$ cat src/rtl/swire_defines.vh
// Purpose: constants for the single-wire error, enable and bit time block
// Assumes: byte-wide registers on a plain strobe port, index*4 byte addresses
// Notes: guard against double inclusion
//
// Summary of operation
// ready loss mid-frame sets bit 7, frame still ends, checksum error too
// receive buffer overflow sets bit 6, frame ends normally
// byte needed but transmit buffer empty sets bit 5
// write to full transmit buffer is dropped and sets bit 4
// read-back level differing from driven level sets bit 1
// bus stuck high after start: bit 1 only, no idle, no frame end
// software must reset the controller after a stuck-high fault
// own check value differing from target's sets bit 0, frame continues
// enable 1: bit 2 error, bit 1 frame end, bit 0 frame begin
// enable 2: bit 2 receive full, bit 1 transmit empty
// 16-bit bit time from low and high bytes sets negotiation pulse
// negotiation high pulse lasts bit time over four core clock periods
// one bit spans four pulse widths, the full bit time count
// software writes bit time bytes only while idle
// software keeps bit time within 0010h to FFFFh
// core bit clock derives from the main system clock
// core bit clock is main clock divided by the 16-bit baud value; only the low byte is writable, the upper byte stays zero
// error summary stays high while any captured error is set
// idle drops during a frame and returns after setup time; the code raises idle once frame done clears busy
// error flags held until written one, all cleared on reset
`ifndef SWIRE_DEFINES_VH
`define SWIRE_DEFINES_VH
`define ADDR_ERROR 8'h14
`define ADDR_IEN_FRAME 8'h18
`define ADDR_IEN_FIFO 8'h1C
`define ADDR_OBT_LO 8'h20
`define ADDR_OBT_HI 8'h24
`define ADDR_BAUD 8'h30
`define BIT_CLKLOSS 7
`define BIT_RXOV 6
`define BIT_TXUR 5
`define BIT_TXOV 4
`define BIT_BUSCON 1
`define BIT_CHKERR 0
`define BIT_EN_ERR 2
`define BIT_EN_END 1
`define BIT_EN_BEGIN 0
`define BIT_EN_RXFULL 2
`define BIT_EN_TXEMPTY 1
`define ERROR_MASK 8'hF3
`define IEN_FRAME_MASK 8'h07
`define IEN_FIFO_MASK 8'h06
`define OBT_RESET 16'h0016
`define OBT_LO_RESET 8'h16
`define OBT_HI_RESET 8'h00
`define BAUD_RESET 16'h0001
`endif

$ cat src/rtl/core_clock_divider.v
// Purpose: divide the main clock by the baud value into a core tick
// Assumes: baud value of zero acts as one
// Notes: a tick enable, not a derived clock, keeps one clock domain
`timescale 1ns/100ps
module core_clock_divider #(
  parameter WIDTH = 16
) (
  input wire i_mclk,
  input wire i_reset_n,
  input wire [WIDTH-1:0] i_divisor,
  output wire o_tick
);
  reg [WIDTH-1:0] count_reg;
  wire wrap;

  // divide by baud
  assign wrap = (count_reg + {{(WIDTH-1){1'b0}}, 1'b1}) >= i_divisor;
  assign o_tick = wrap;

  // counter restarts on wrap, so a lowered divisor takes effect at once
  always @(posedge i_mclk or negedge i_reset_n) begin
    if (!i_reset_n) begin
      count_reg <= {WIDTH{1'b0}};
    end else if (wrap) begin
      count_reg <= {WIDTH{1'b0}};
    end else begin
      count_reg <= count_reg + {{(WIDTH-1){1'b0}}, 1'b1};
    end
  end
endmodule

$ cat src/rtl/negotiation_pulse.v
// Purpose: time the negotiation high pulse from the bit time value
// Assumes: one core tick per core bit clock period
// Notes: pulse length is bit time shifted right by two
`timescale 1ns/100ps
module negotiation_pulse #(
  parameter WIDTH = 16
) (
  input wire i_mclk,
  input wire i_reset_n,
  input wire i_tick,
  input wire i_start,
  input wire [WIDTH-1:0] i_bit_time,
  output wire o_pulse
);
  reg [WIDTH-1:0] left_reg;

  assign o_pulse = (left_reg != {WIDTH{1'b0}});

  // quarter bit time
  always @(posedge i_mclk or negedge i_reset_n) begin
    if (!i_reset_n) begin
      left_reg <= {WIDTH{1'b0}};
    end else if (i_start) begin
      left_reg <= {2'b00, i_bit_time[WIDTH-1:2]};
    end else if (i_tick && o_pulse) begin
      left_reg <= left_reg - {{(WIDTH-1){1'b0}}, 1'b1};
    end
  end
endmodule

$ cat src/rtl/single_wire_host_error_bittime.v
// Purpose: error capture, interrupt enables and bit time for the single-wire host
// Assumes: event inputs are one-cycle pulses from the frame engine
// Notes: registers are byte wide; unmapped reads return zero
//
// Chosen here: the address-and-strobe port.
`timescale 1ns/100ps
`include "swire_defines.vh"
module single_wire_host_error_bittime #(
  parameter WIDTH = 16
) (
  input wire i_mclk,
  input wire i_reset_n,
  input wire [7:0] i_addr,
  input wire [7:0] i_wdata,
  input wire i_wr,
  input wire i_rd,
  output reg [7:0] o_rdata,
  input wire i_frame_start,
  input wire i_frame_done,
  input wire i_ready,
  input wire i_rx_overflow,
  input wire i_byte_needed,
  input wire i_tx_empty,
  input wire i_tx_write,
  input wire i_tx_full,
  input wire i_drive_level,
  input wire i_bus_level,
  input wire i_sample,
  input wire i_check_valid,
  input wire [7:0] i_check_own,
  input wire [7:0] i_check_target,
  input wire i_frame_begin_flag,
  input wire i_frame_end_flag,
  input wire i_rx_fifo_full,
  input wire i_tx_fifo_empty,
  output wire o_error_summary,
  output wire o_irq,
  output wire o_tx_accept,
  output wire o_force_checksum,
  output wire o_idle,
  output wire o_frame_end,
  output wire o_transmit_enable_flag,
  output wire o_core_tick,
  output wire o_negotiation_pulse,
  output wire [WIDTH-1:0] o_negotiation_bit_time
);
  reg [7:0] error_reg;
  reg [7:0] error_next;
  reg [2:0] ien_frame_reg;
  reg [2:0] ien_fifo_reg;
  reg [7:0] obt_lo_reg;
  reg [7:0] obt_hi_reg;
  reg [WIDTH-1:0] baud_reg;
  reg busy_reg;
  reg stuck_reg;
  reg [7:0] wmask;
  wire ack_clear;
  wire clk_loss;
  wire bus_mismatch;
  wire [7:0] set_vec;

  // bit time from two bytes
  assign o_negotiation_bit_time = {obt_hi_reg, obt_lo_reg};

  // core clock from main clock
  core_clock_divider #(
    .WIDTH(WIDTH)
  ) u_div (
    .i_mclk(i_mclk),
    .i_reset_n(i_reset_n),
    .i_divisor(baud_reg),
    .o_tick(o_core_tick)
  );

  // bit is four pulse widths
  negotiation_pulse #(
    .WIDTH(WIDTH)
  ) u_pulse (
    .i_mclk(i_mclk),
    .i_reset_n(i_reset_n),
    .i_tick(o_core_tick),
    .i_start(i_frame_start),
    .i_bit_time(o_negotiation_bit_time),
    .o_pulse(o_negotiation_pulse)
  );

  // ready drop mid-frame
  assign clk_loss = busy_reg && !i_ready;
  // read-back mismatch
  assign bus_mismatch = busy_reg && i_sample && (i_drive_level != i_bus_level);

  // event vector; clock loss also raises the checksum error
  assign set_vec[`BIT_CLKLOSS] = clk_loss;
  // receive overflow
  assign set_vec[`BIT_RXOV] = i_rx_overflow;
  // transmit underrun
  assign set_vec[`BIT_TXUR] = i_byte_needed && i_tx_empty;
  // write to full buffer
  assign set_vec[`BIT_TXOV] = i_tx_write && i_tx_full;
  assign set_vec[3:2] = 2'b00;
  // stuck high reports contention
  assign set_vec[`BIT_BUSCON] = bus_mismatch || stuck_reg;
  // check value compare
  assign set_vec[`BIT_CHKERR] = (i_check_valid && (i_check_own != i_check_target)) || clk_loss;

  // full buffer drops the byte
  assign o_tx_accept = i_tx_write && !i_tx_full;
  assign o_force_checksum = clk_loss;
  assign ack_clear = i_wr && (i_addr == `ADDR_ERROR);

  // write one clears, set wins
  always @* begin
    wmask = ack_clear ? i_wdata : 8'h00;
    error_next = ((error_reg & ~wmask) | set_vec) & `ERROR_MASK;
  end

  // summary while any flag held
  assign o_error_summary = (error_reg != 8'h00);

  // frame interrupt gating
  // fifo interrupt gating
  assign o_irq = (ien_frame_reg[`BIT_EN_ERR] && o_error_summary)
    || (ien_frame_reg[`BIT_EN_END] && i_frame_end_flag)
    || (ien_frame_reg[`BIT_EN_BEGIN] && i_frame_begin_flag)
    || (ien_fifo_reg[`BIT_EN_RXFULL] && i_rx_fifo_full)
    || (ien_fifo_reg[`BIT_EN_TXEMPTY] && i_tx_fifo_empty);

  // idle outside a frame
  // stuck bus never idles again until reset
  assign o_idle = !busy_reg && !stuck_reg;
  assign o_frame_end = i_frame_done && !stuck_reg;
  assign o_transmit_enable_flag = busy_reg || stuck_reg;

  // frame tracking and stuck-high detection; stuck only leaves by reset
  always @(posedge i_mclk or negedge i_reset_n) begin
    if (!i_reset_n) begin
      busy_reg <= 1'b0;
      stuck_reg <= 1'b0;
    end else begin
      if (i_frame_start) begin
        busy_reg <= 1'b1;
      end else if (i_frame_done && !stuck_reg) begin
        busy_reg <= 1'b0;
      end
      // high when driven low
      if (busy_reg && i_sample && !i_drive_level && i_bus_level) begin
        stuck_reg <= 1'b1;
      end
    end
  end

  // register writes; bit time writes rely on software waiting for idle
  always @(posedge i_mclk or negedge i_reset_n) begin
    if (!i_reset_n) begin
      error_reg <= 8'h00;
      ien_frame_reg <= 3'h0;
      ien_fifo_reg <= 3'h0;
      // byte-wide reset values keep the low and high halves of the bit time exact
      obt_lo_reg <= `OBT_LO_RESET;
      obt_hi_reg <= `OBT_HI_RESET;
      baud_reg <= `BAUD_RESET;
    end else begin
      error_reg <= error_next;
      if (i_wr) begin
        if (i_addr == `ADDR_IEN_FRAME) begin
          ien_frame_reg <= i_wdata[2:0];
        end else if (i_addr == `ADDR_IEN_FIFO) begin
          ien_fifo_reg <= i_wdata[2:0] & 3'h6;
        end else if (i_addr == `ADDR_OBT_LO) begin
          obt_lo_reg <= i_wdata;
        end else if (i_addr == `ADDR_OBT_HI) begin
          obt_hi_reg <= i_wdata;
        end else if (i_addr == `ADDR_BAUD) begin
          baud_reg <= {{(WIDTH-8){1'b0}}, i_wdata};
        end
      end
    end
  end

  // read data stand one cycle after the strobe only
  always @(posedge i_mclk or negedge i_reset_n) begin
    if (!i_reset_n) begin
      o_rdata <= 8'h00;
    end else if (!i_rd) begin
      o_rdata <= 8'h00;
    end else if (i_addr == `ADDR_ERROR) begin
      o_rdata <= error_reg;
    end else if (i_addr == `ADDR_IEN_FRAME) begin
      o_rdata <= {5'h00, ien_frame_reg};
    end else if (i_addr == `ADDR_IEN_FIFO) begin
      o_rdata <= {5'h00, ien_fifo_reg};
    end else if (i_addr == `ADDR_OBT_LO) begin
      o_rdata <= obt_lo_reg;
    end else if (i_addr == `ADDR_OBT_HI) begin
      o_rdata <= obt_hi_reg;
    end else if (i_addr == `ADDR_BAUD) begin
      o_rdata <= baud_reg[7:0];
    end else begin
      o_rdata <= 8'h00;
    end
  end
endmodule

$ cat config.mk
export PLATFORM = sky130hd
export DESIGN_NAME = single_wire_host_error_bittime
export DESIGN_NICKNAME = d
export VERILOG_FILES = /design/src/rtl/core_clock_divider.v /design/src/rtl/negotiation_pulse.v /design/src/rtl/single_wire_host_error_bittime.v
export VERILOG_INCLUDE_DIRS = /design/src /design/src/rtl
export SDC_FILE = /design/constraint.sdc
export NUM_CORES = 1
export LEC_CHECK = 0
export BUFFER_PORTS_ARGS = -buffer_cell sky130_fd_sc_hd__buf_2
export CORE_MARGIN = 5
export CORE_UTILIZATION = 55
export CTS_CLUSTER_DIAMETER = 120
export DETAILED_ROUTE_END_ITERATION = 10
export PLACE_DENSITY = 0.8
export REMOVE_ABC_BUFFERS = 1
export SLEW_MARGIN = 20
export SYNTH_ARGS = -nofsm -noshare
export SYNTH_HDL_FRONTEND = slang
export SYNTH_SLANG_ARGS = --single-unit
$ cat constraint.sdc
create_clock -name i_mclk -period 7.3 [get_ports i_mclk]
set_input_delay 0.365 -clock i_mclk [delete_from_list [all_inputs] [get_ports i_mclk]]
set_output_delay 0.365 -clock i_mclk [all_outputs]
set_load 0.03 [all_outputs]
==> parameters.txt, run 1 <==
Parameter                              Value

Pwr
  Sw Share ... 29.5%
  Power spent charging and discharging nets ... 0.292 mW
  Leakage Power ... 2.24 nW
  Clock share of power ... 33.0%
  Power per unit of standard cell area ... 210 nW/um^2
  Sequential share of power ... 49.1%
  Combinational fraction of design power ... 17.9%
  Worst vdd ir ... 0.109 mV
  Cell internal pwr ... 0.699 mW

Synthesis
  Synth Instances ... 379
  Primary FF master, synth ... sky130_fd_sc_hd__dfrtp_1
  Netlist Area Pre-Place ... 3980 um^2
  Yosys warning count ... 0
  Number of enable-type register cells in the synthesized netlist ... 0
  Number of library cell types mapped by synthesis ... 53
  Yosys reg bits ... 77
  Share of synthesized registers carrying an async set or reset ... 100%
  Average size of a mapped cell ... 10.5 um^2
  Sequential-to-total area share from yosys stat ... 48.6%

Worst setup path
  Longest individual stage delay on the worst path ... 0.45 ns
  CP Data Arrival Time ... 3.31 ns
  List of cells traversed by the critical path ... ha_1, nand2_1, nor2_1, xor2_1, ha_1, o21ai_0, nor2_1, a211oi_1, o2111ai_1, nor2_1, inv_1, buf_2
  Critical path type ... reg2out
  Crit-path slowest cell ... sky130_fd_sc_hd__nor2_1
  Worst path required time ... 6.93 ns
  Element type at the critical path end ... output port
  CP max FO ... 10
  Cell with the most instances on the worst path ... sky130_fd_sc_hd__nor2_1
  Critical Path Start Type ... flop

Final layout
  Area growth from synthesis to layout ... 18.6%
  End-of-flow core utilization ... 66.1%
  Nets ... 533
  Ant. Diodes ... 0
  Share of final-layout standard cells stronger than drive strength 1 ... 30.3%
  Post-route design area ... 4720 um^2
  Most frequent standard cell in the layout excluding fill and tap cells ... sky130_fd_sc_hd__buf_2
  Most used cells in the layout excluding fill and tap cells ... sky130_fd_sc_hd__buf_2 (83), sky130_fd_sc_hd__dfrtp_1 (73), sky130_fd_sc_hd__nand2_1 (33), sky130_fd_sc_hd__mux2_2 (30), sky130_fd_sc_hd__nor2_1 (23)
  Fill cell instance count of the final layout ... 578

STA
  Max-Slew Margin vs Limit ... 40.4%
  Setup repair after global routing missed its margin ... false
  Achievable clock frequency ... 272 MHz
  Hold Vio Cnt, Final ... 0
  Final clock period utilization by the worst path ... 50.4%
  Post-layout minimum cycle time ... 3.68 ns
  Final setup viols ... 0
  Hold Slack ... 0.185 ns
  Final max-slew violation count ... 0
  Measured slew at the worst slew-check pin ... 0.892 ns
  Setup Skew ... 0.00915 ns
  Total negative slack ... 0 ns

Die
  I/O pin count ... 85
  Core Area ... 7140 um^2
  Y dimension of the die ... 95.0 um
  Number of core rows ... 31
  Effective utilization at floorplan ... 55.7%
  Full die area ... 9030 um^2
  Horiz. Die Dim ... 95.0 um

Route
  Drt total wl ... 9910 um
  Top sig layer ... met4
  Detailed-route DRC error count ... 0
  Total vias in the final route ... 3350
  Vias per inst ... 5.83
  Avg WL per Cell ... 17.2 um
  Total met2 wirelength after detailed routing ... 4800 um
  Number of nets with antenna violations after detailed routing ... 0
  Met3 WL ... 800 um
  First-pass iteration count of the detailed router ... 5
  Iteration-0 DRC Markers ... 247
  Total routed wire length on the met1 layer ... 3950 um

Hold path
  Kind of path behind the tightest hold check ... in2reg

Clock network
  Clock insertion delay at the later pin of the skew report ... 0.36 ns
  CTS tree ... yes
  Number of H-tree levels ... 3
  Number of clock sinks seen by CTS ... 77
  PostCTS Resize Cnt ... 0
  Root Buffer ... sky130_fd_sc_hd__clkbuf_8
  Clock buffer count from CTS ... 9
  Clock-pin transition on the worst setup and hold timing paths ... 0.08 ns
  Number of buffers on the longest clock path ... 2

GRT
  Initial antenna violation count ... 0
  Via count of the first global-routing pass ... 3250
  Wire length of the first global-routing pass ... 16000 um
  Global-route total usage across every layer ... 23.3%
  Residual overflow from global routing ... 0
  Pin count of the biggest net entering global routing ... 78

Placed design
  Post-DP Area ... 4480 um^2
  Last weighted congestion value of the routability-driven placer ... 0.919
  Detailed placement HPWL ... 7250 um
  Number of input and output port buffers inserted ... 84

Job
  Max_cap viols ... 0

Status
  Outcome ... finished clean
[worst paths after layout]
kind | start | end | slack [ns] | cells past startpoint
worst max-delay path | u_div.count_reg[0]$_DFF_PN0_ | o_core_tick | 3.62 | 12
worst min-delay path | i_rx_overflow | error_reg[6]$_DFF_PN0_ | 0.19 | 2
worst max register to register | u_div.count_reg[0]$_DFF_PN0_ | u_pulse.left_reg[1]$_DFFE_PN0P_ | 3.84 | 12
worst min register to register | u_div.count_reg[0]$_DFF_PN0_ | u_div.count_reg[0]$_DFF_PN0_ | 0.50 | 1
max in group asynchronous | i_reset_n | obt_lo_reg[2]$_DFFE_PN1P_ | 6.27 | 3
min in group asynchronous | i_reset_n | u_div.count_reg[4]$_DFF_PN0_ | 0.41 | 2
[power groups by stage]
| stage | Sequential, mW | Clock, mW | Combinational (mW) |
|---|---|---|---|
| 2_1_floorplan | 0.492 | 0 | 0.104 |
| 5_1_grt | 0.490 | 0.352 | 0.195 |
| 4_1_cts | 0.485 | 0.330 | 0.174 |
| 3_3_place_gp | 0.491 | 0 | 0.166 |
| 3_5_place_dp | 0.492 | 0 | 0.172 |
| 6_report | 0.486 | 0.327 | 0.177 |
[critical path, delay by kind of cell (launching register included)]
kind,cells,cell delay (ns)
buf+inv,2,0.35
xor+xnor,1,0.22
simple gates,4,0.86
flops,1,0.40
fa+ha+maj,2,0.50
compound gates,3,0.64
[timing repair]
item	4_1_cts	5_1_grt
setup buffers	0	0
endpoints found under the setup margin	0	0
endpoints found under the hold margin	0	17
hold buffers	0	1
[layer usage]
layer	vias up	track usage, %
met3	30	4.97
met2	158	37.0
met1	1610	30.5
met5	-	0
met4	0	11.3
li1	1552	-
[through the flow]
step | std cells | setup slack [ns] | power [mW]
after floorplan | 374 | 4.38 | 0.596
after global placement | 557 | 4.14 | 0.657
after detailed placement | 557 | 3.98 | 0.664
after CTS | 573 | 3.63 | 0.988
after global routing | 575 | 3.43 | 1.04
final | 575 | 3.62 | 0.991
[final cells by class]
| class | instances | area [um^2] | area share [%] |
|---|---|---|---|
| clock inverters | 6 | 62.6 | 1.33 |
| repair buffers | 86 | 460 | 9.76 |
| inverters | 15 | 56.3 | 1.19 |
| flip-flops and latches | 77 | 1930 | 41.0 |
| well taps | 99 | 124 | 2.63 |
| clock buffers | 10 | 138 | 2.92 |
| multi-input cells | 282 | 1940 | 41.2 |
[logic make-up (layout without fill, tap and decap cells)]
family                     after synthesis  in the layout  synth area share, %
xor gates and xnor gates                20             20                 4.40
buffers and inverters                   27            117                 3.21
muxes                                   40             40                 11.1
other                                    1              8               0.0943
AOI/OAI and AO/OA                       62             62                 10.5
adders and majority gates               10             10                 3.15
DFF                                     77             77                 48.6
and+or+nand+nor                        142            142                 19.0
[synthesized netlist by cell type, types with 7 or more instances]
cell,instances,area share [%]
sky130_fd_sc_hd__inv_1,14,1.3
sky130_fd_sc_hd__or3_1,14,2.2
sky130_fd_sc_hd__ha_1,10,3.1
sky130_fd_sc_hd__a22oi_1,8,1.5
sky130_fd_sc_hd__nand2_1,33,3.1
sky130_fd_sc_hd__nor2b_1,10,1.6
sky130_fd_sc_hd__mux2_2,30,8.5
sky130_fd_sc_hd__or4_1,7,1.3
sky130_fd_sc_hd__nor4_1,8,1.3
sky130_fd_sc_hd__nand3_1,13,1.6
sky130_fd_sc_hd__nor2_1,23,2.2
sky130_fd_sc_hd__o21ai_0,15,1.9
sky130_fd_sc_hd__xor2_1,14,3.1
sky130_fd_sc_hd__dfrtp_1,73,46
sky130_fd_sc_hd__clkbuf_1,9,0.85
sky130_fd_sc_hd__mux2i_1,9,2.3
sky130_fd_sc_hd__and2_1,9,1.4
sky130_fd_sc_hd__a31oi_1,7,1.1
Note: power is estimated with default switching activity, not from simulation.
==> run 2: changes to the inputs <==
--- a/config.mk
+++ b/config.mk
@@ -8,10 +8,10 @@
 export LEC_CHECK = 0
 export BUFFER_PORTS_ARGS = -buffer_cell sky130_fd_sc_hd__buf_2
 export CORE_MARGIN = 5
-export CORE_UTILIZATION = 55
+export CORE_UTILIZATION = 49
 export CTS_CLUSTER_DIAMETER = 120
 export DETAILED_ROUTE_END_ITERATION = 10
-export PLACE_DENSITY = 0.8
+export PLACE_DENSITY = 0.76
 export REMOVE_ABC_BUFFERS = 1
 export SLEW_MARGIN = 20
 export SYNTH_ARGS = -nofsm -noshare
==> constraint.sdc (replaced) <==
create_clock -name i_mclk -period 3.3 [get_ports i_mclk]
set_input_delay 0.165 -clock i_mclk [delete_from_list [all_inputs] [get_ports i_mclk]]
set_output_delay 0.165 -clock i_mclk [all_outputs]
set_load 0.03 [all_outputs]
==> parameters.txt, run 2 (synthesis results as in run 1) <==
Parameter                              Value

Status
  Outcome ... finished clean (unchanged)

Route
  Detailed-route DRC error count ... 0 (unchanged)
  Avg WL per Cell ... 17.0 um (was 17.2 um)
  Drt total wl ... 9940 um (was 9910 um)
  Vias per inst ... 5.67 (was 5.83)
  Total vias in the final route ... 3314 (was 3350)
  First-pass iteration count of the detailed router ... 4 (was 5)
  Iteration-0 DRC Markers ... 163 (was 247)
  Number of nets with antenna violations after detailed routing ... 0 (unchanged)

Final layout
  Most frequent standard cell in the layout excluding fill and tap cells ... sky130_fd_sc_hd__buf_2 (unchanged)
  Area growth from synthesis to layout ... 20.0% (was 18.6%)
  Cell Count, Final, Fillers Out ... 584 (was 575)
  Nets ... 539 (was 533)
  End-of-flow core utilization ... 61.2% (was 66.1%)
  Ant. Diodes ... 0 (unchanged)
  Share of final-layout standard cells stronger than drive strength 1 ... 32.0% (was 30.3%)
  Most used cells in the layout excluding fill and tap cells ... sky130_fd_sc_hd__buf_2 (83), sky130_fd_sc_hd__dfrtp_1 (73), sky130_fd_sc_hd__nand2_1 (32), sky130_fd_sc_hd__mux2_2 (30), sky130_fd_sc_hd__nor2_1 (22) (was sky130_fd_sc_hd__buf_2 (83), sky130_fd_sc_hd__dfrtp_1 (73), sky130_fd_sc_hd__nand2_1 (33), sky130_fd_sc_hd__mux2_2 (30), sky130_fd_sc_hd__nor2_1 (23))

Clock network
  CTS tree ... yes (unchanged)
  Number of H-tree levels ... 3 (unchanged)
  Number of buffers on the longest clock path ... 2 (unchanged)
  Clock insertion delay at the later pin of the skew report ... 0.35 ns (was 0.36 ns)
  Number of clock sinks seen by CTS ... 77 (unchanged)
  Clock-pin transition on the worst setup and hold timing paths ... 0.08 ns (about the same)
  Root Buffer ... sky130_fd_sc_hd__clkbuf_8 (unchanged)
  Clock buffer count from CTS ... 9 (unchanged)

STA
  Achievable clock frequency ... 323 MHz
  Max-Slew Margin vs Limit ... 37.9% (was 40.4%)
  Final max-slew violation count ... 0 (unchanged)
  Final setup viols ... 0 (unchanged)
  Final clock period utilization by the worst path ... 93.9%
  Post-layout minimum cycle time ... 3.10 ns
  Hold Slack ... 0.0513 ns (was 0.185 ns)
  Measured slew at the worst slew-check pin ... 0.932 ns (was 0.892 ns)
  Hold Vio Cnt, Final ... 0 (unchanged)
  Setup Skew ... 0.0111 ns (was 0.00915 ns)

Die
  Y dimension of the die ... 100 um (was 95.0 um)
  Number of core rows ... 32 (was 31)
  Horiz. Die Dim ... 100 um (was 95.0 um)
  Core Area ... 7810 um^2 (was 7140 um^2)
  Effective utilization at floorplan ... 50.9% (was 55.7%)
  I/O pin count ... 85 (unchanged)
  Full die area ... 10000 um^2 (was 9030 um^2)

Pwr
  Worst vdd ir ... 0.210 mV (was 0.109 mV)
  Leakage Power ... 2.26 nW (was 2.24 nW)
  Power consumption ... 2.20 mW (was 0.991 mW)
  Power per unit of standard cell area ... 460 nW/um^2 (was 210 nW/um^2)

GRT
  Pin count of the biggest net entering global routing ... 78 (unchanged)
  Global-route total usage across every layer ... 20.5% (was 23.3%)
  Residual overflow from global routing ... 0 (unchanged)
  Via count of the first global-routing pass ... 3426 (was 3250)
  Wire length of the first global-routing pass ... 16100 um (was 16000 um)
  Initial antenna violation count ... 0 (unchanged)

Worst setup path
  Element type at the critical path end ... output port (unchanged)
  Number of cell instances on the worst register-to-register path ... 13 (was 12)
  Critical Path Start ... u_div.count_reg[2]$_DFF_PN0_ (was u_div.count_reg[0]$_DFF_PN0_)
  CP max FO ... 5 (was 10)
  Critical Path Start Type ... flop (unchanged)
  Worst path required time ... 3.13 ns (was 6.93 ns)
  FF-to-FF Start ... u_div.count_reg[2]$_DFF_PN0_ (was u_div.count_reg[0]$_DFF_PN0_)
  CP Data Arrival Time ... 2.93 ns (was 3.31 ns)
  Critical path type ... reg2out (unchanged)

Hold path
  Source of the worst hold timing path ... i_check_valid (was i_rx_overflow)
  Worst hold path stage count ... 2 (unchanged)
  Kind of path behind the tightest hold check ... in2reg (unchanged)

Placed design
  Count of placed standard cells including taps ... 563 (was 557)
  Last weighted congestion value of the routability-driven placer ... 0.817 (was 0.919)
  Detailed placement HPWL ... 7430 um (was 7250 um)
  Number of input and output port buffers inserted ... 84 (unchanged)

Job
  Max_cap viols ... 0 (unchanged)
run 2: stage by stage:
step	setup slack (ns)	setup TNS, ns	cell area (um^2)
after floorplan	0.375	0	3930
after global placement	0.515	0	4510
after detailed placement	0.388	0	4510
after CTS	0.149	0	4730
after global routing	-0.0430	-0.0430	4770
final	0.202	0	4770
run 2: power breakdown:
group	internal (mW)	leakage, nW	total [mW]	switching, mW
Clock	0.375	0.0955	0.738	0.364
Sequential	1.01	0.982	1.07	0.0646
Combinational	0.168	1.18	0.386	0.218
Total	1.55	2.26	2.20	0.646
run 2: critical path: stages, from the launching register on:
cell and delay (ns):
sky130_fd_sc_hd__dfrtp_1 0.44, sky130_fd_sc_hd__nand3_2 0.17, sky130_fd_sc_hd__nor2_1 0.15, sky130_fd_sc_hd__xor2_1 0.21, sky130_fd_sc_hd__ha_1 0.27, sky130_fd_sc_hd__a211oi_1 0.26, sky130_fd_sc_hd__nor2_1 0.08, sky130_fd_sc_hd__a211oi_1 0.25
sky130_fd_sc_hd__o2111ai_2 0.22, sky130_fd_sc_hd__nor2_2 0.21, sky130_fd_sc_hd__inv_1 0.13, sky130_fd_sc_hd__buf_2 0.20
run 2: area by class of cell:
type,instances,area (um^2)
clock inverters,6,70.1
flip-flops and latches,77,1930
inverters,15,56.3
well taps,102,128
clock buffers,10,138
fillers,673,3030
multi-input cells,282,1960
repair buffers,92,488
run 2: path summary, 6_finish.rpt:
path	endpoint	slack, ns
min	error_reg[0]$_DFF_PN0_	0.05
max reg2reg	u_pulse.left_reg[1]$_DFFE_PN0P_	0.25
min in group asynchronous	u_pulse.left_reg[15]$_DFFE_PN0P_	0.49
min reg2reg	error_reg[7]$_DFF_PN0_	0.51
max in group asynchronous	u_div.count_reg[15]$_DFF_PN0_	2.19
max	o_core_tick	0.20
run 2: routing by layer:
layer  vias up  share of wire, %  global-route usage, %
met2       129                48                   33.8
met1      1611                43                   25.7
met5         -                 0                      0
met3        19               7.3                   5.63
li1       1555                 -                      -
met4         0               2.2                   8.39
run 2: what timing repair did:
item	4_1_cts	5_1_grt
endpoints found under the setup margin	0	1
endpoints found under the hold margin	24	0
hold buffers	2	0
buffers inserted	0	3
gates resized for setup	0	5
==> run 3: changes to the inputs <==
--- a/config.mk
+++ b/config.mk
@@ -6,9 +6,10 @@
 export SDC_FILE = /design/constraint.sdc
 export NUM_CORES = 1
 export LEC_CHECK = 0
+export ABC_AREA = 1
 export BUFFER_PORTS_ARGS = -buffer_cell sky130_fd_sc_hd__buf_2
 export CORE_MARGIN = 5
-export CORE_UTILIZATION = 49
+export CORE_UTILIZATION = 50
 export CTS_CLUSTER_DIAMETER = 120
 export DETAILED_ROUTE_END_ITERATION = 10
 export PLACE_DENSITY = 0.76
==> parameters.txt, run 3 <==
Parameter                              Value

Worst setup path
  Crit-path slowest cell ... sky130_fd_sc_hd__dfrtp_1 (unchanged)
  Critical Path Start Type ... flop (unchanged)
  Crit path max-delay family ... simple AND/OR/NAND/NOR gates (was compound AO/OA/AOI/OAI gates)
  Longest individual stage delay on the worst path ... 0.41 ns (was 0.44 ns)
  Count of buffering cells on the critical path with inverters included ... 3 (was 2)
  Worst path required time ... 3.13 ns (about the same)
  Element type at the critical path end ... output port (unchanged)
  CP Data Arrival Time ... 2.87 ns (was 2.93 ns)
  CP max FO ... 11 (was 5)
  Cell with the most instances on the worst path ... sky130_fd_sc_hd__nand3_1
  List of cells traversed by the critical path ... nand3_1, inv_1, nand2_1, xnor2_1, ha_1, a21oi_1, o21a_1, nand3_1, nor2_1, nand3_2, buf_4, buf_2 (was nand3_2, nor2_1, xor2_1, ha_1, a211oi_1, nor2_1, a211oi_1, o2111ai_2, nor2_2, inv_1, buf_2)
  Critical path type ... reg2out (unchanged)

Clock network
  # Post-CTS Setup Buffers ... 0 (unchanged)
  Count of hold-fix buffers inserted at cts ... 2 (unchanged)
  Clock buffer count from CTS ... 9 (unchanged)
  Clock insertion delay at the later pin of the skew report ... 0.35 ns (about the same)
  CTS tree ... yes (unchanged)
  Number of H-tree levels ... 3 (unchanged)
  Root Buffer ... sky130_fd_sc_hd__clkbuf_8 (unchanged)
  PostCTS Resize Cnt ... 0 (unchanged)
  Number of clock sinks seen by CTS ... 77 (unchanged)
  Number of buffers on the longest clock path ... 2 (unchanged)
  Clock-pin transition on the worst setup and hold timing paths ... 0.08 ns (about the same)

Synthesis
  Top cell type's share of synthesized area ... 42.5% (was 45.9%)
  Number of enable-type register cells in the synthesized netlist ... 0 (unchanged)
  Share of synthesized registers carrying an async set or reset ... 100% (unchanged)
  Area share of xor/xnor cells in the synthesized design ... 3.67% (was 4.40%)
  Primary FF master, synth ... sky130_fd_sc_hd__dfrtp_1 (unchanged)
  Simple-gate area share of the yosys netlist ... 30.9% (was 19.0%)
  Top cell type by total area after synthesis ... sky130_fd_sc_hd__dfrtp_1 (unchanged)
  Synth Instances ... 563 (was 379)
  Yosys warning count ... 0 (unchanged)
  Sequential-to-total area share from yosys stat ... 45.0% (was 48.6%)
  Most repeated cell in the gate-level netlist after synthesis ... sky130_fd_sc_hd__nand2_1 (was sky130_fd_sc_hd__dfrtp_1)
  Compound-Gate Fraction of Synth Area ... 10.2% (was 10.5%)
  Arithmetic-cell share of the synthesized area counting full adders, half adders and majority gates ... 2.91% (was 3.15%)
  Top area cells in the synthesized netlist ... sky130_fd_sc_hd__dfrtp_1 (43%), sky130_fd_sc_hd__nand2_1 (15%), sky130_fd_sc_hd__inv_1 (5.9%), sky130_fd_sc_hd__o21ai_0 (5.6%), sky130_fd_sc_hd__nor2_1 (4.4%) (was sky130_fd_sc_hd__dfrtp_1 (46%), sky130_fd_sc_hd__mux2_2 (8.5%), sky130_fd_sc_hd__ha_1 (3.1%), sky130_fd_sc_hd__nand2_1 (3.1%), sky130_fd_sc_hd__xor2_1 (3.1%))
  Dominant combinational cell family by area after synthesis ... simple AND/OR/NAND/NOR gates (unchanged)
  Most frequent cells after synthesis ... sky130_fd_sc_hd__nand2_1 (173), sky130_fd_sc_hd__dfrtp_1 (73), sky130_fd_sc_hd__inv_1 (67), sky130_fd_sc_hd__nor2_1 (50), sky130_fd_sc_hd__o21ai_0 (48) (was sky130_fd_sc_hd__dfrtp_1 (73), sky130_fd_sc_hd__nand2_1 (33), sky130_fd_sc_hd__mux2_2 (30), sky130_fd_sc_hd__nor2_1 (23), sky130_fd_sc_hd__o21ai_0 (15))
  Yosys reg bits ... 77 (unchanged)
  Average size of a mapped cell ... 7.63 um^2 (was 10.5 um^2)
  Mux share of post-synthesis cell area ... 0% (was 11.1%)
  Netlist Area Pre-Place ... 4300 um^2 (was 3980 um^2)
  Number of library cell types mapped by synthesis ... 42 (was 53)

STA
  Total negative slack ... 0 ns (unchanged)
  Setup repair after global routing missed its margin ... false
  Final setup viols ... 0 (unchanged)
  Measured slew at the worst slew-check pin ... 0.958 ns (was 0.932 ns)
  Final clock period utilization by the worst path ... 92.1% (was 93.9%)
  Hold Slack ... 0.00701 ns (was 0.0513 ns)
  Hold Vio Cnt, Final ... 0 (unchanged)
  Post-layout minimum cycle time ... 3.04 ns (was 3.10 ns)
  Final worst setup slack ... 0.260 ns (was 0.202 ns)
  Max-Slew Margin vs Limit ... 36.1% (was 37.9%)
  Setup Skew ... 0.00669 ns (was 0.0111 ns)
  Achievable clock frequency ... 329 MHz (was 323 MHz)
  Final max-slew violation count ... 0 (unchanged)

Die
  Y dimension of the die ... 103 um (was 100 um)
  Core Area ... 8300 um^2 (was 7810 um^2)
  Number of core rows ... 33 (was 32)
  I/O pin count ... 85 (unchanged)
  Full die area ... 10500 um^2 (was 10000 um^2)
  Horiz. Die Dim ... 103 um (was 100 um)
  Effective utilization at floorplan ... 51.8% (was 50.9%)

GRT
  Via count of the first global-routing pass ... 3836 (was 3426)
  Global-route total usage across every layer ... 21.4% (was 20.5%)
  Wire length of the first global-routing pass ... 17900 um (was 16100 um)
  Pin count of the biggest net entering global routing ... 78 (unchanged)
  Initial antenna violation count ... 0 (unchanged)
  Residual overflow from global routing ... 0 (unchanged)

Job
  Max_cap viols ... 0 (unchanged)

Placed design
  Detailed placement HPWL ... 8150 um (was 7430 um)
  Worst Setup Slack post-DPL ... 0.577 ns (was 0.388 ns)
  Last weighted congestion value of the routability-driven placer ... 0.933 (was 0.817)
  Count of placed standard cells including taps ... 749 (was 563)
  Number of input and output port buffers inserted ... 84 (unchanged)

Route
  Number of nets with antenna violations after detailed routing ... 0 (unchanged)
  Total vias in the final route ... 4023 (was 3314)
  First-pass iteration count of the detailed router ... 5 (was 4)
  Vias per inst ... 5.25 (was 5.67)
  Avg WL per Cell ... 14.0 um (was 17.0 um)
  Iteration-0 DRC Markers ... 192 (was 163)
  Detailed-route DRC error count ... 0 (unchanged)
  Drt total wl ... 10800 um (was 9940 um)

Status
  Outcome ... finished clean (unchanged)

Final layout
  Ant. Diodes ... 0 (unchanged)
  Area growth from synthesis to layout ... 17.9% (was 20.0%)
  Cell Count, Final, Fillers Out ... 767 (was 584)
  Most used cells in the layout excluding fill and tap cells ... sky130_fd_sc_hd__nand2_1 (173), sky130_fd_sc_hd__buf_2 (83), sky130_fd_sc_hd__dfrtp_1 (73), sky130_fd_sc_hd__inv_1 (67), sky130_fd_sc_hd__nor2_1 (50) (was sky130_fd_sc_hd__buf_2 (83), sky130_fd_sc_hd__dfrtp_1 (73), sky130_fd_sc_hd__nand2_1 (32), sky130_fd_sc_hd__mux2_2 (30), sky130_fd_sc_hd__nor2_1 (22))
  Share of final-layout standard cells stronger than drive strength 1 ... 18.3% (was 32.0%)
  Nets ... 719 (was 539)
  End-of-flow core utilization ... 61.0% (was 61.2%)
  Most frequent standard cell in the layout excluding fill and tap cells ... sky130_fd_sc_hd__nand2_1 (was sky130_fd_sc_hd__buf_2)

Pwr
  Worst vdd ir ... 0.239 mV (was 0.210 mV)
  Leakage Power ... 2.58 nW (was 2.26 nW)
  Power per unit of standard cell area ... 507 nW/um^2 (was 460 nW/um^2)

Hold path
  Kind of path behind the tightest hold check ... in2reg (unchanged)
run 3: cell count changes in the layout (fill, tap and decap cells not counted), sizes merged, moves of 10 or more:
cell,before,now
or3,15,0
and2,10,0
inv,16,68
nor2,23,53
mux2,31,0
nand2,33,176
nor2b,10,0
nand3,13,38
o21ai,19,49
run 3: power breakdown:
group          switching [mW]  total [mW]  internal [mW]
clock                   0.355       0.780          0.425
sequential              0.114        1.15           1.04
combinational           0.390       0.632          0.242
total                   0.859        2.57           1.71
run 3: kinds of logic (layout without fill, tap and decap cells):
logic type | Yosys count | count (layout)
simple gates | 300 | 300
buf+inv | 79 | 171
compound gates | 78 | 78
flops | 77 | 77
xor+xnor | 18 | 18
fa+ha+maj | 10 | 10
other cells | 1 | 8
run 3: metal layers:
layer / vias to the layer above / share of wire, % / track usage, %
li1: 1995 / - / -
met4: 0 / 1.2 / 5.65
met2: 154 / 45 / 33.0
met1: 1857 / 46 / 30.3
met5: - / 0 / 0
met3: 17 / 7.8 / 5.21
run 3: through the flow:
step / area, um^2 / total power [mW]
floorplan: 4270 / 1.61
global placement: 4830 / 1.77
detailed placement: 4830 / 1.79
CTS: 5060 / 2.57
global route: 5060 / 2.71
finish: 5060 / 2.57
run 3: final timing paths:
| check | from | cells after the start | end | slack (ns) |
|---|---|---|---|---|
| max | u_div.count_reg[0]$_DFF_PN0_ | 12 | o_core_tick | 0.26 |
| min | i_rx_overflow | 3 | error_reg[6]$_DFF_PN0_ | 0.007 |
| max reg2reg | u_div.count_reg[0]$_DFF_PN0_ | 14 | u_pulse.left_reg[5]$_DFFE_PN0P_ | 0.53 |
| min reg2reg | obt_lo_reg[1]$_DFFE_PN1P_ | 2 | obt_lo_reg[1]$_DFFE_PN1P_ | 0.52 |
| max in group asynchronous | i_reset_n | 2 | busy_reg$_DFFE_PN0P_ | 2.18 |
| min in group asynchronous | i_reset_n | 2 | obt_hi_reg[1]$_DFFE_PN0P_ | 0.47 |
run 3: tightest hold or removal path: cells and delay by family:
kind	cells	cell delay, ns
simple gates	1	0.05
buf+inv	2	0.10
run 3: final cells by class:
class                   instances  area (um^2)
fillers                       750         3240
clock inverters                 6         87.6
flip-flops and latches         77         1930
multi-input cells             414         2080
inverters                      68          255
repair buffers                 87          450
well taps                     105          131
clock buffers                  10          128
